===== src/hw/ptg_pkg.sv =====
/*
  Constants and types of the packet traffic generator and checker.
  Assumes a 32-bit AXI4-Lite register bus and 32-bit packet streams.
*/
package ptg_pkg;

  // ******************************************
  // Register byte addresses
  // ******************************************
  localparam logic [31:0] ADDR_LOOP  = 32'h44A0_0000;
  localparam logic [31:0] ADDR_GEN   = 32'h44A0_0004;
  localparam logic [31:0] ADDR_CHK   = 32'h44A0_0008;
  localparam logic [31:0] ADDR_GLEN  = 32'h44A0_000C;
  localparam logic [31:0] ADDR_CLEN  = 32'h44A0_0010;
  localparam logic [31:0] ADDR_WRAP  = 32'h44A0_0014;
  localparam logic [31:0] ADDR_RES   = 32'h44A0_0018;
  localparam logic [31:0] ADDR_ISTS  = 32'h44A0_001C;
  localparam logic [31:0] ADDR_ICLR  = 32'h44A0_0020;
  localparam logic [31:0] ADDR_IEN   = 32'h44A0_0024;

  // ******************************************
  // Fields, reset values, bus answers
  // ******************************************
  localparam int          EN_BIT     = 0;
  localparam int          MISS_BIT   = 0;
  localparam int          EV_MISS    = 0;
  localparam int          EV_GDONE   = 1;
  localparam int          EV_CDONE   = 2;
  localparam int          EV_W       = 3;
  localparam logic [31:0] REG_RESET  = 32'h0000_0000;
  localparam logic [1:0]  RESP_OKAY  = 2'h0;
  localparam logic [1:0]  RESP_SLV   = 2'h2;

  // Register index used by the bus decoder
  typedef enum logic [3:0] {
    RI_LOOP, RI_GEN, RI_CHK, RI_GLEN, RI_CLEN, RI_WRAP,
    RI_RES, RI_ISTS, RI_ICLR, RI_IEN, RI_NONE
  } ptg_ri_t;

  typedef enum logic {
    G_IDLE,
    G_SEND
  } ptg_gst_t;

endpackage : ptg_pkg


===== src/hw/ptg_top.sv =====
/*
  Packet traffic generator, checker and loopback with an AXI4-Lite
  register bank and one level interrupt.
  Assumes one clock, a synchronous reset, and a streaming DMA engine on
  both packet streams running on SYS_CLK.
*/
// What this block does
// - Loopback enable bit 0, reset zero
// - Generator enable bit 0 starts traffic unless looping back
// - Checker enable bit 0 checks incoming traffic
// - 32-bit generated length, packets of it
// - 32-bit expected length checked on receive
// - 32-bit wrap count wraps sequence number
// - Read-only mismatch bit 0, zero after reset
`timescale 1ns/1ns
module ptg_top
  import ptg_pkg::*;
(
  input  wire logic        SYS_CLK,
  input  wire logic        RST,
  input  wire logic [31:0] S_AXI_AWADDR,
  input  wire logic        S_AXI_AWVALID,
  output logic             S_AXI_AWREADY,
  input  wire logic [31:0] S_AXI_WDATA,
  input  wire logic [3:0]  S_AXI_WSTRB,
  input  wire logic        S_AXI_WVALID,
  output logic             S_AXI_WREADY,
  output logic [1:0]       S_AXI_BRESP,
  output logic             S_AXI_BVALID,
  input  wire logic        S_AXI_BREADY,
  input  wire logic [31:0] S_AXI_ARADDR,
  input  wire logic        S_AXI_ARVALID,
  output logic             S_AXI_ARREADY,
  output logic [31:0]      S_AXI_RDATA,
  output logic [1:0]       S_AXI_RRESP,
  output logic             S_AXI_RVALID,
  input  wire logic        S_AXI_RREADY,
  output logic [31:0]      M_TDATA,
  output logic             M_TVALID,
  output logic             M_TLAST,
  input  wire logic        M_TREADY,
  input  wire logic [31:0] S_TDATA,
  input  wire logic        S_TVALID,
  input  wire logic        S_TLAST,
  output logic             S_TREADY,
  output logic             IRQ
);

  // ******************************************
  // Helpers
  // ******************************************
  function automatic ptg_ri_t decode(input logic [31:0] a);
    case (a)
      ADDR_LOOP: decode = RI_LOOP;
      ADDR_GEN:  decode = RI_GEN;
      ADDR_CHK:  decode = RI_CHK;
      ADDR_GLEN: decode = RI_GLEN;
      ADDR_CLEN: decode = RI_CLEN;
      ADDR_WRAP: decode = RI_WRAP;
      ADDR_RES:  decode = RI_RES;
      ADDR_ISTS: decode = RI_ISTS;
      ADDR_ICLR: decode = RI_ICLR;
      ADDR_IEN:  decode = RI_IEN;
      default:   decode = RI_NONE;
    endcase
  endfunction : decode

  function automatic logic [31:0] merge(input logic [31:0] old,
                                        input logic [31:0] wd,
                                        input logic [3:0]  st);
    for (int i = 0; i < 4; i++)
      merge[i*8 +: 8] = st[i] ? wd[i*8 +: 8] : old[i*8 +: 8];
  endfunction : merge

  // Beats in a packet of len bytes, partial word rounds up
  function automatic logic [31:0] beats(input logic [31:0] len);
    logic [32:0] s;
    s = {1'b0, len} + 33'h0_0000_0003;
    beats = {1'b0, s[32:2]};
  endfunction : beats

  function automatic logic [31:0] seq_next(input logic [31:0] s,
                                           input logic [31:0] w);
    seq_next = (s >= w) ? 32'h0 : s + 32'h1;
  endfunction : seq_next

  // ******************************************
  // State
  // ******************************************
  typedef struct packed {
    logic            aw_ok;
    logic [31:0]     awaddr;
    logic            w_ok;
    logic [31:0]     wdata;
    logic [3:0]      wstrb;
    logic            awready;
    logic            wready;
    logic            bvalid;
    logic [1:0]      bresp;
    logic            arready;
    logic            rvalid;
    logic [31:0]     rdata;
    logic [1:0]      rresp;
    logic            loop;
    logic            gen_en;
    logic            chk_en;
    logic [31:0]     gen_len;
    logic [31:0]     chk_len;
    logic [31:0]     wrap;
    logic            miss;
    logic [EV_W-1:0] ists;
    logic [EV_W-1:0] ien;
    logic            irq;
    ptg_gst_t        gst;
    logic [31:0]     gbeat;
    logic [31:0]     gseq;
    logic [31:0]     cbeat;
    logic [31:0]     cseq;
    logic            tvalid;
    logic [31:0]     tdata;
    logic            tlast;
    logic            rx_rdy;
  } ptg_st_t;

  ptg_st_t q;
  ptg_st_t next_q;

  logic    [31:0]   gnb;
  logic    [31:0]   cnb;
  logic             tx_take;
  logic             rx_take;
  logic             do_wr;
  ptg_ri_t          wri;
  ptg_ri_t          rri;
  logic    [31:0]   wval;
  logic    [31:0]   rval;
  logic    [EV_W-1:0] ev;
  logic             bad;

  assign gnb     = beats(q.gen_len);
  assign cnb     = beats(q.chk_len);
  assign tx_take = q.tvalid && M_TREADY;
  assign rx_take = S_TVALID && q.rx_rdy;
  assign do_wr   = q.aw_ok && q.w_ok && !q.bvalid;
  assign wri     = decode(q.awaddr);
  assign rri     = decode(S_AXI_ARADDR);

  always_comb
  begin
    next_q = q;
    ev     = '0;
    bad    = 1'b0;
    wval   = 32'h0;
    rval   = 32'h0;

    // ******************************************
    // AXI4-Lite write: address and data in either order
    // ******************************************
    if (S_AXI_AWVALID && q.awready)
    begin
      next_q.aw_ok  = 1'b1;
      next_q.awaddr = S_AXI_AWADDR;
    end
    if (S_AXI_WVALID && q.wready)
    begin
      next_q.w_ok  = 1'b1;
      next_q.wdata = S_AXI_WDATA;
      next_q.wstrb = S_AXI_WSTRB;
    end
    if (S_AXI_BREADY && q.bvalid)
      next_q.bvalid = 1'b0;
    if (do_wr)
    begin
      next_q.aw_ok  = 1'b0;
      next_q.w_ok   = 1'b0;
      next_q.bvalid = 1'b1;
      next_q.bresp  = RESP_OKAY;
      case (wri)
        RI_LOOP: begin wval = merge(REG_RESET, q.wdata, q.wstrb); next_q.loop = wval[EN_BIT]; end
        RI_GEN:  begin wval = merge(REG_RESET, q.wdata, q.wstrb); next_q.gen_en = wval[EN_BIT]; end
        RI_CHK:  begin wval = merge(REG_RESET, q.wdata, q.wstrb); next_q.chk_en = wval[EN_BIT]; end
        RI_GLEN: next_q.gen_len = merge(q.gen_len, q.wdata, q.wstrb);
        RI_CLEN: next_q.chk_len = merge(q.chk_len, q.wdata, q.wstrb);
        RI_WRAP: next_q.wrap = merge(q.wrap, q.wdata, q.wstrb);
        RI_ICLR: next_q.ists = q.ists & ~q.wdata[EV_W-1:0];
        RI_IEN:  next_q.ien = q.wdata[EV_W-1:0];
        RI_RES, RI_ISTS: ;
        default: next_q.bresp = RESP_SLV;
      endcase
    end
    next_q.awready = !next_q.aw_ok;
    next_q.wready  = !next_q.w_ok;

    // ******************************************
    // AXI4-Lite read, answered one edge after the address
    // ******************************************
    if (S_AXI_RREADY && q.rvalid)
    begin
      next_q.rvalid  = 1'b0;
    end
    if (S_AXI_ARVALID && q.arready)
    begin
      case (rri)
        RI_LOOP: rval[EN_BIT] = q.loop;
        RI_GEN:  rval[EN_BIT] = q.gen_en;
        RI_CHK:  rval[EN_BIT] = q.chk_en;
        RI_GLEN: rval = q.gen_len;
        RI_CLEN: rval = q.chk_len;
        RI_WRAP: rval = q.wrap;
        RI_RES:  rval[MISS_BIT] = q.miss;
        RI_ISTS: rval[EV_W-1:0] = q.ists;
        RI_IEN:  rval[EV_W-1:0] = q.ien;
        RI_ICLR: ;
        default: bad = 1'b1;
      endcase
      next_q.rvalid  = 1'b1;
      next_q.rdata   = rval;
      next_q.rresp   = bad ? RESP_SLV : RESP_OKAY;
    end
    next_q.arready = !next_q.rvalid;

    // ******************************************
    // Transmit slot: generator or loopback
    // ******************************************
    if (tx_take)
      next_q.tvalid = 1'b0;
    case (q.gst)
      G_IDLE:
      begin
        if (!q.gen_en)
          next_q.gseq = 32'h0;
        // New packets start only while enabled and not looping back
        if (q.gen_en && !q.loop && gnb != 32'h0 && !next_q.tvalid)
        begin
          next_q.gst    = G_SEND;
          next_q.gbeat  = 32'h0;
          next_q.tvalid = 1'b1;
          next_q.tdata  = q.gseq;
          next_q.tlast  = (gnb == 32'h1);
        end
        else if (q.loop && rx_take)
        begin
          next_q.tvalid = 1'b1;
          next_q.tdata  = S_TDATA;
          next_q.tlast  = S_TLAST;
        end
      end
      G_SEND:
      begin
        if (tx_take && q.tlast)
        begin
          next_q.gst  = G_IDLE;
          next_q.gseq = seq_next(q.gseq, q.wrap);
          ev[EV_GDONE] = 1'b1;
        end
        else if (tx_take)
        begin
          next_q.gbeat  = q.gbeat + 32'h1;
          next_q.tvalid = 1'b1;
          next_q.tdata  = q.gseq;
          next_q.tlast  = (q.gbeat + 32'h2 >= gnb);
        end
      end
      default: next_q.gst = G_IDLE;
    endcase
    // Loopback holds one beat, so it runs at half rate at best
    next_q.rx_rdy = next_q.loop ? (next_q.gst == G_IDLE && !next_q.tvalid) : 1'b1;

    // ******************************************
    // Checker
    // ******************************************
    if (!q.chk_en)
    begin
      next_q.cbeat = 32'h0;
      next_q.cseq  = 32'h0;
      next_q.miss  = 1'b0;
    end
    else if (rx_take)
    begin
      if (S_TDATA != q.cseq || S_TLAST != (q.cbeat + 32'h1 >= cnb))
      begin
        next_q.miss  = 1'b1;
        ev[EV_MISS]  = !q.miss;
      end
      if (S_TLAST)
      begin
        next_q.cbeat = 32'h0;
        next_q.cseq  = seq_next(q.cseq, q.wrap);
        ev[EV_CDONE] = 1'b1;
      end
      else
        next_q.cbeat = q.cbeat + 32'h1;
    end

    // ******************************************
    // Interrupts: a new event beats a clear in the same cycle
    // ******************************************
    next_q.ists = next_q.ists | ev;
    next_q.irq  = |(next_q.ists & next_q.ien);
  end

  always_ff @(posedge SYS_CLK)
  begin
    if (RST)
      q <= '0;
    else
      q <= next_q;
  end

  assign S_AXI_AWREADY = q.awready;
  assign S_AXI_WREADY  = q.wready;
  assign S_AXI_BVALID  = q.bvalid;
  assign S_AXI_BRESP   = q.bresp;
  assign S_AXI_ARREADY = q.arready;
  assign S_AXI_RVALID  = q.rvalid;
  assign S_AXI_RDATA   = q.rdata;
  assign S_AXI_RRESP   = q.rresp;
  assign M_TVALID      = q.tvalid;
  assign M_TDATA       = q.tdata;
  assign M_TLAST       = q.tlast;
  assign S_TREADY      = q.rx_rdy;
  assign IRQ           = q.irq;
endmodule : ptg_top


===== config.mk =====
export PLATFORM = sky130hd
export DESIGN_NAME = ptg_top
export DESIGN_NICKNAME = d
export VERILOG_FILES = /design/src/hw/ptg_pkg.sv /design/src/hw/ptg_top.sv
export SDC_FILE = /design/constraint.sdc
export NUM_CORES = 1
export LEC_CHECK = 0
export BUFFER_PORTS_ARGS = -buffer_cell sky130_fd_sc_hd__buf_2
export CAP_MARGIN = 20
export CORE_MARGIN = 1.5
export CORE_UTILIZATION = 54
export DETAILED_ROUTE_END_ITERATION = 16
export PLACE_DENSITY = 0.81
export SYNTH_ARGS = -nofsm -noshare
export SYNTH_HDL_FRONTEND = slang
export SYNTH_SLANG_ARGS = --single-unit

===== constraint.sdc =====
create_clock -name SYS_CLK -period 5 [get_ports SYS_CLK]
set_clock_uncertainty 0.05 [all_clocks]
set_input_delay 0.25 -clock SYS_CLK [delete_from_list [all_inputs] [get_ports SYS_CLK]]
set_output_delay 0.25 -clock SYS_CLK [all_outputs]
set_load 0.05 [all_outputs]

==> results of run 1 <==
[area by class of cell]
| type | instances | area [um2] |
|---|---|---|
| Inverter | 60 | 225 |
| Multi-Input combinational cell | 2149 | 12900 |
| Clock buffer | 58 | 1210 |
| Sequential cell | 380 | 7610 |
| Fill cell | 3323 | 14500 |
| Tap cell | 525 | 657 |
| Clock inverter | 15 | 229 |
| Timing Repair Buffer | 360 | 2470 |
[power by group]
group          switching (mW)  internal (mW)
Sequential             0.0502           3.08
Clock                    1.30           2.00
Combinational           0.300          0.163
[path summary, 6_finish.rpt]
| kind | from | end | slack, ps |
|---|---|---|---|
| max reg2reg | q[204] | IRQ | 240 |
| min | S_TDATA[14] | M_TDATA[14] | 30 |
| max | q[204] | IRQ | 240 |
| min reg2reg | q[379] | q[379] | 410 |
[worst max-delay path: stages, from the launching register on]
cell,delay (ps)
dfxtp_1,330
o2111a_1,230
and3_1,190
and3_1,190
nand3_1,140
nor2_2,160
and4_1,230
nand4_1,140
or2_2,310
ha_1,290
and4_1,190
nand4_1,170
nor4_2,190
buf_4,150
or4b_2,580
o211ai_1,240
mux2i_1,150
or4_1,500
o31ai_1,230
[per-stage QoR]
stage	power (mW)	utilization (%)	instance area, um2	std cells	TNS, ps
CTS	6.87	63.4	25200	3542	0
finish	6.89	63.6	25300	3547	0
floorplan	3.43	-	21700	2796	0
global route	7.06	63.6	25300	3547	-48.4
detailed placement	3.57	57.3	22800	3374	0
global placement	3.56	57.3	22700	3372	0
[cells by family after synthesis]
group	Yosys count	share of synthesized area, %
AND/OR/NAND/NOR	1197	25.5
buffers and inverters	267	5.97
AO/OA/AOI/OAI	586	16.2
other	1	0.0173
multiplexers	44	2.03
XOR/XNOR	189	7.62
adder cells (fa/ha/maj)	131	7.55
flip-flops	380	35.0
[per-layer routing]
| layer | wire length (um) | vias to the layer above | GRT usage [%] |
|---|---|---|---|
| met5 | 0 | - | 0 |
| met4 | 4710 | 0 | 19.8 |
| met3 | 5930 | 279 | 5.45 |
| met2 | 33600 | 1194 | 57.7 |
| met1 | 27300 | 10300 | 40.4 |
| li1 | - | 10200 | - |
[what timing repair did]
item | 4_1_cts | 5_1_grt
setup endpoints to repair | 0 | 2
setup buffers | 0 | 1
gates resized for setup | 0 | 2
endpoints found under the hold margin | 95 | 0
hold buffers | 95 | 0
[cells in the final DEF, fill, tap and decap left out, types with 75 or more instances in the layout]
cell	netlist	final
ha_1	131	131
xnor2_1	80	80
nor3_1	101	100
nor2_1	195	193
o21ai_0	75	75
xor2_1	109	109
dfxtp_1	380	380
nand3_1	136	136
dlygate4sd3_1	0	95
buf_2	1	216
nand2_1	507	506
a21oi_1	288	288
==> impl_metrics.json, run 1 <==
{
  "largest_reg_flops": 305,
  "grt_pass1_wl_um": 112000,
  "cts_buffers": 41,
  "end_kind": "flip-flop",
  "via_per_inst": 6.18,
  "synthTopCellsByCount": "nand2_1 (507), dfxtp_1 (380), a21oi_1 (288), nor2_1 (195), nand3_1 (136)",
  "nets": 3265,
  "antennaDiodeCount": 0,
  "path_clk_slew_ps": 60,
  "worstHoldPathCells": 3,
  "synth_ff_type": "dfxtp_1",
  "die_area_mm2": 0.0414,
  "synth_edf_count": 0,
  "cp.arrival_ps": 5190,
  "grt_antenna_before_repair": 0,
  "crit_fanout": 3,
  "critical_path_class": "reg -> reg",
  "dr_total_vias": 21900,
  "critPathLaunchType": "flip-flop",
  "root_buffer": "clkbuf_16",
  "hpwlAfterDp_um": 51000,
  "portBuffers": 216,
  "drtIter0Drc": 2525,
  "clock_sinks": 380,
  "syn_area_mm2": 0.0217,
  "yosysWarnings": 0,
  "fmax_mhz": 210,
  "worst-endpoint-required_ps": 5430,
  "final-max-slew-violation-count": 0,
  "drc": 0,
  "synth-seq-area-share_pct": 35.0,
  "synth_area_leaders": "dfxtp_1 (35%), nand2_1 (8.8%), ha_1 (7.5%), a21oi_1 (6.6%), xor2_1 (4.4%)",
  "rows": 73,
  "ys_seq_elements": 380,
  "status": "complete, no violations",
  "slew_headroom_pct": 26.7,
  "hp-class": "in -> reg",
  "area_growth_pct": 16.4,
  "wl_per_cell_um": 20.2,
  "fp.dieH_um": 204,
  "synth_top_area_share_pct": 35.0,
  "post-route-period-util_pct": 95.2,
  "overflow": 0,
  "fin_hold_ws_ps": 30.4,
  "pre_cts_slack_ps": 135,
  "r2r_cells": 18,
  "setup_viol": 0,
  "synth.most_common_cell": "nand2_1",
  "syn_avg_cell_area_um2": 7.77,
  "dr.pass1.iters": 8,
  "core_area_mm2": 0.0397,
  "tightest_slew_ps": 1070,
  "io_pins": 219,
  "drv_cap": 0,
  "top_register": "q",
  "cts_tree": "yes",
  "drt_wl_total_um": 71500,
  "grt_start_max_net_pins": 117,
  "synth_cell_type_count": 67,
  "power_density_mw_per_mm2": 273,
  "h-tree-depth": 2,
  "grt_pass1_vias": 21300,
  "p_leak_nw": 9.51,
  "cts_buffer_depth": 3,
  "drive_gt1_share_pct": 11.8,
  "synth_cells": 2795,
  "fin_crit_ps": 4760,
  "initial_core_util_pct": 54.7,
  "ys_async_sr_fraction_pct": 0,
  "hold_violations": 0,
  "track_usage_pct": 33.9,
  "irDropWorstVdd_v": 0.000216,
  "chipWidth_um": 204,
  "fin_ws_ps": 240,
  "ant_nets": 0,
  "gp_congestion": 0.985,
  "synth_top_area_cell": "dfxtp_1",
  "insertion_delay_ps": 580
}
(Power assumes the default switching activity.)
==> run 2: changes to the inputs <==
--- a/config.mk
+++ b/config.mk
@@ -5,10 +5,13 @@
 export SDC_FILE = /design/constraint.sdc
 export NUM_CORES = 1
 export LEC_CHECK = 0
+export ABC_AREA = 1
 export BUFFER_PORTS_ARGS = -buffer_cell sky130_fd_sc_hd__buf_2
 export CAP_MARGIN = 20
+export CELL_PAD_IN_SITES_DETAIL_PLACEMENT = 1
+export CELL_PAD_IN_SITES_GLOBAL_PLACEMENT = 2
 export CORE_MARGIN = 1.5
-export CORE_UTILIZATION = 54
+export CORE_UTILIZATION = 30
 export DETAILED_ROUTE_END_ITERATION = 16
 export PLACE_DENSITY = 0.81
 export SYNTH_ARGS = -nofsm -noshare
==> impl_metrics.json, run 2 <==
{
  "largest_reg_flops": 305,
  "synth_top_area_share_pct": 30.8,
  "cpMostUsedCell": "nand2_1",
  "chipWidth_um": 290,
  "slowest_stage": "dfxtp_1",
  "hpwlAfterDp_um": 75500,
  "grt_antenna_before_repair": 2,
  "track_usage_pct": 22.7,
  "drtIter0Drc": 1407,
  "synth_edf_count": 0,
  "io_pins": 219,
  "ys_seq_elements": 380,
  "synthTopCellsByCount": "nand2_1 (853), nor2_1 (620), inv_1 (398), dfxtp_1 (380), a21oi_1 (291)",
  "end_kind": "flip-flop",
  "dr_total_vias": 25500,
  "drt_wl_total_um": 97000,
  "synth_top_area_cell": "dfxtp_1",
  "rsz0062_at_grt": "no",
  "crit_end": "IRQ",
  "setup_tns_ps": 0,
  "ctsResizeCount": 0,
  "clock_sinks": 380,
  "final-max-slew-violation-count": 0,
  "top_register": "q",
  "grt_pass1_wl_um": 151000,
  "via_per_inst": 5.01,
  "worst-endpoint-required_ps": 5450,
  "yosysWarnings": 0,
  "core_area_mm2": 0.0818,
  "r2r_end": "IRQ",
  "hold_violations": 0,
  "fin_crit_ps": 4120,
  "hp-class": "in -> reg",
  "irDropWorstVdd_v": 0.000256,
  "finalPower_mw": 7.37,
  "die_area_mm2": 0.0841,
  "fmax_mhz": 243,
  "r2r_cells": 30,
  "synth.most_common_cell": "nand2_1",
  "tightest_slew_ps": 1030,
  "crit_fanout": 5,
  "synth_cell_type_count": 46,
  "slew_headroom_pct": 31.5,
  "grt_start_max_net_pins": 170,
  "post-route-period-util_pct": 82.4,
  "initial_core_util_pct": 30.2,
  "gp_congestion": 0.887,
  "drive_gt1_share_pct": 9.12,
  "root_buffer": "clkbuf_16",
  "insertion_delay_ps": 620,
  "critPathLaunchType": "flip-flop",
  "nets": 4249,
  "ys_async_sr_fraction_pct": 0,
  "ant_nets": 0,
  "h-tree-depth": 2,
  "fp.dieH_um": 290,
  "syn_area_mm2": 0.0247,
  "max_stage_delay_ps": 330,
  "r2r_slack_ps": 880,
  "reg2reg_from": "q[205]",
  "cp.arrival_ps": 4570,
  "status": "complete, no violations",
  "power_density_mw_per_mm2": 256,
  "synth_cells": 3837,
  "worstHoldPathCells": 7,
  "grt_pass1_vias": 25400,
  "synth_area_leaders": "dfxtp_1 (31%), nand2_1 (13%), nor2_1 (9.4%), ha_1 (6.6%), inv_1 (6.0%)",
  "path_clk_slew_ps": 70,
  "wl_per_cell_um": 19.1,
  "cts_buffer_depth": 3,
  "drc": 0,
  "synth-seq-area-share_pct": 30.8,
  "cts_buffers": 49,
  "fin_cells": 5087,
  "drv_cap": 0,
  "p_leak_nw": 11.5,
  "portBuffers": 216,
  "n_fill_cell": 10600,
  "final_common_cell": "nand2_1",
  "fin_util_pct": 35.1,
  "area_growth_pct": 16.2,
  "dr.pass1.iters": 5,
  "setup_viol": 0,
  "postCtsSetupBuffers": 0,
  "setup.worst_path.start": "q[205]",
  "critical_path_class": "reg -> reg",
  "placed_cells": 4923,
  "fin_hold_ws_ps": 137,
  "synth_ff_type": "dfxtp_1",
  "rows": 105,
  "cts_tree": "yes",
  "syn_avg_cell_area_um2": 6.44,
  "final_cell_mix": "nand2_1 (852), nor2_1 (619), inv_1 (396)",
  "overflow": 0
}
[run 2: changes by cell type after synthesis, sizes merged, moves of 43 or more]
cell,delta
a22oi,-46
inv,+340
mux2i,-43
nand2,+351
nand4,+80
nor2,+439
nor3,+59
[run 2: layout make-up]
cell class	instances	area [um2]	share of cell area (%)
clock buffer	67	1420	4.93
inverter	406	1530	5.31
timing repair buffer	316	2040	7.12
sequential	380	7610	26.5
tap	1070	1340	4.66
clock inverter	23	339	1.18
multi-input combinational	2823	14400	50.3
antenna	2	5.00	0.0174
[run 2: per-stage QoR]
step           area (um2)  setup slack (ps)
6_report            28700               881
2_1_floorplan       24700              1700
3_3_place_gp        26200              1010
3_5_place_dp        26200               925
4_1_cts             28700               915
5_1_grt             28700               372
[run 2: cell families after synthesis]
family / share of synthesized area, %
flops: 30.8
compound gates: 10.6
simple gates: 35.1
buf+inv: 10.9
other cells: 0.0152
xor+xnor: 5.95
fa+ha+maj: 6.63
[run 2: what timing repair did]
item / in CTS / in global routing
setup endpoints to repair: 0 / 0
hold endpoints to repair: 107 / 0
hold buffers: 72 / 0
[run 2: power by group]
part	total, mW	switching (mW)	internal (mW)
Clock	3.86	1.51	2.35
Sequential	3.13	0.0537	3.08
Combinational	0.374	0.234	0.140
[run 2: worst min-delay path by stage]
stage | from | end
6_report | S_TDATA[23] | M_TDATA[23]
5_1_grt | S_TDATA[23] | M_TDATA[23]
4_1_cts | S_TDATA[23] | M_TDATA[23]
3_5_place_dp | q[174] | q[174]
3_3_place_gp | q[191] | q[191]
2_1_floorplan | S_AXI_BREADY | S_AXI_BVALID
[run 2: worst max-delay path, delay by kind of cell, from the launching register on]
family | cells | cell delay [ps]
DFF | 1 | 330
AOI/OAI and AO/OA | 4 | 450
adders and majority gates | 1 | 310
and+or+nand+nor | 18 | 2150
buffers and inverters | 6 | 540
xor gates and xnor gates | 1 | 190
[run 2: per-layer routing]
layer	share of wire, %	global-route usage [%]
met1	49	31.8
met2	45	37.5
met3	4.0	2.77
met4	1.6	4.26
met5	0.010	0
==> run 3: changes to the inputs <==
==> constraint.sdc (replaced) <==
create_clock -name SYS_CLK -period 3.7 [get_ports SYS_CLK]
set_clock_uncertainty 0.05 [all_clocks]
set_input_delay 0.185 -clock SYS_CLK [delete_from_list [all_inputs] [get_ports SYS_CLK]]
set_output_delay 0.185 -clock SYS_CLK [all_outputs]
set_load 0.05 [all_outputs]
==> impl_metrics.json, run 3 (synthesized netlist as in run 2, its figures left out) <==
{
  "top_register": "q",
  "power_density_mw_per_mm2": 330,
  "final_cell_mix": "nand2_1 (844), nor2_1 (612), inv_1 (391)",
  "grt_pass1_wl_um": 152000,
  "chipWidth_um": 290,
  "n_fill_cell": 10600,
  "fin_cells": 5151,
  "r2r_end": "IRQ",
  "drv_cap": 0,
  "slowest_stage": "dfxtp_2",
  "placed_cells": 4991,
  "cts_buffer_depth": 3,
  "drtIter0Drc": 1340,
  "cp.arrival_ps": 4010,
  "r2r_cells": 28,
  "final-max-slew-violation-count": 0,
  "tightest_slew_ps": 1040,
  "cpMostUsedCell": "nand2_1",
  "fp.dieH_um": 290,
  "register_area_mm2": 0.00761,
  "nets": 4322,
  "critPathLaunchType": "flip-flop",
  "reg2reg_from": "q[204]",
  "via_per_inst": 4.99,
  "cp.depth": 28,
  "hpwlAfterDp_um": 76800,
  "largest_reg_flops": 305,
  "core_area_mm2": 0.0818,
  "worst-endpoint-required_ps": 4120,
  "dr.pass1.iters": 5,
  "cts_tree": "yes",
  "wl_per_cell_um": 19.0,
  "clock_sinks": 380,
  "grt_antenna_before_repair": 1,
  "insertion_delay_ps": 600,
  "finalPower_mw": 9.69,
  "fin_crit_ps": 3590,
  "status": "complete, no violations",
  "grt_start_max_net_pins": 103,
  "r2r_slack_ps": 110,
  "p_leak_nw": 11.8,
  "hp-class": "in -> reg",
  "cts_buffers": 47,
  "gp_congestion": 0.919,
  "antennaDiodeCount": 0,
  "portBuffers": 216,
  "io_pins": 219,
  "multi_input_area_mm2": 0.0146,
  "max_stage_delay_ps": 340,
  "irDropWorstVdd_v": 0.000311,
  "initial_core_util_pct": 30.2,
  "drt_wl_total_um": 98100,
  "fmax_mhz": 279,
  "drive_gt1_share_pct": 11.6,
  "path_clk_slew_ps": 60,
  "rsz0062_at_grt": "yes",
  "setup.worst_path.start": "q[204]",
  "rows": 105,
  "die_area_mm2": 0.0841,
  "track_usage_pct": 22.8,
  "hold_violations": 0,
  "drc": 0,
  "dr_total_vias": 25700,
  "area_growth_pct": 18.7,
  "critPathBufInv": 7,
  "grt_pass1_vias": 25600,
  "critical_path_class": "reg -> reg",
  "overflow": 0,
  "end_kind": "flip-flop",
  "crit_fanout": 4,
  "setup_viol": 0,
  "post-route-period-util_pct": 97.0,
  "path_delay_family": "simple AND/OR/NAND/NOR gates",
  "root_buffer": "clkbuf_16",
  "h-tree-depth": 2,
  "ant_nets": 0,
  "final_common_cell": "nand2_1",
  "slew_headroom_pct": 30.5,
  "crit_end": "IRQ"
}
-- run 3: worst min path at each step --
stage	startpoint	to	slack [ps]	cells past startpoint
after floorplan	S_AXI_BREADY	S_AXI_BVALID	300	3
after global placement	S_AXI_AWADDR[11]	q[360]	390	3
after detailed placement	S_AXI_AWADDR[9]	q[358]	400	3
after CTS	S_TDATA[7]	M_TDATA[7]	40	7
after global routing	S_TLAST	q[168]	100	5
final	S_TDATA[7]	M_TDATA[7]	70	7
-- run 3: per-stage QoR --
stage / TNS, ps / setup slack [ps] / utilization (%) / cell area (um2) / hold WS, ps
after floorplan: 0 / 405 / - / 24700 / 298
after global placement: -111 / -89.5 / 32.7 / 26700 / 388
after detailed placement: -199 / -130 / 32.7 / 26700 / 396
after CTS: 0 / 11.4 / 35.6 / 29100 / 37.7
after global routing: -291 / -173 / 35.8 / 29300 / 98.9
final: 0 / 109 / 35.8 / 29300 / 73.7
-- run 3: area by class of cell --
type / count / share of cell area (%)
multi-input combinational: 2823 / 49.8
sequential: 380 / 26.0
timing repair buffer: 391 / 8.97
inverter: 406 / 5.20
tap: 1070 / 4.56
clock buffer: 61 / 4.39
clock inverter: 20 / 1.10
-- run 3: what timing repair did --
item | CTS | global route
endpoints found under the setup margin | 3 | 4
hold buffers | 73 | 0
pin swaps | 6 | 22
setup buffers | 0 | 5
hold endpoints to repair | 72 | 0
gates resized for setup | 9 | 43
-- run 3: worst reg2reg max path, delay by kind of cell, from the launching register on --
kind | cells | cell delay [ps]
xor+xnor | 1 | 260
fa+ha+maj | 1 | 310
buf+inv | 7 | 670
flops | 1 | 340
simple gates | 19 | 1860
-- run 3: metal layers --
layer | GRT usage (%) | share of wire (%)
met1 | 32.1 | 49
met2 | 37.9 | 46
met3 | 2.31 | 3.8
met4 | 4.33 | 1.7
met5 | 0 | 0
-- run 3: power by group --
group / switching, mW / leakage (nW) / internal (mW)
Sequential: 0.0740 / 3.07 / 4.16
Combinational: 0.316 / 7.95 / 0.193
Clock: 1.95 / 0.791 / 3.01
Total: 2.34 / 11.8 / 7.36
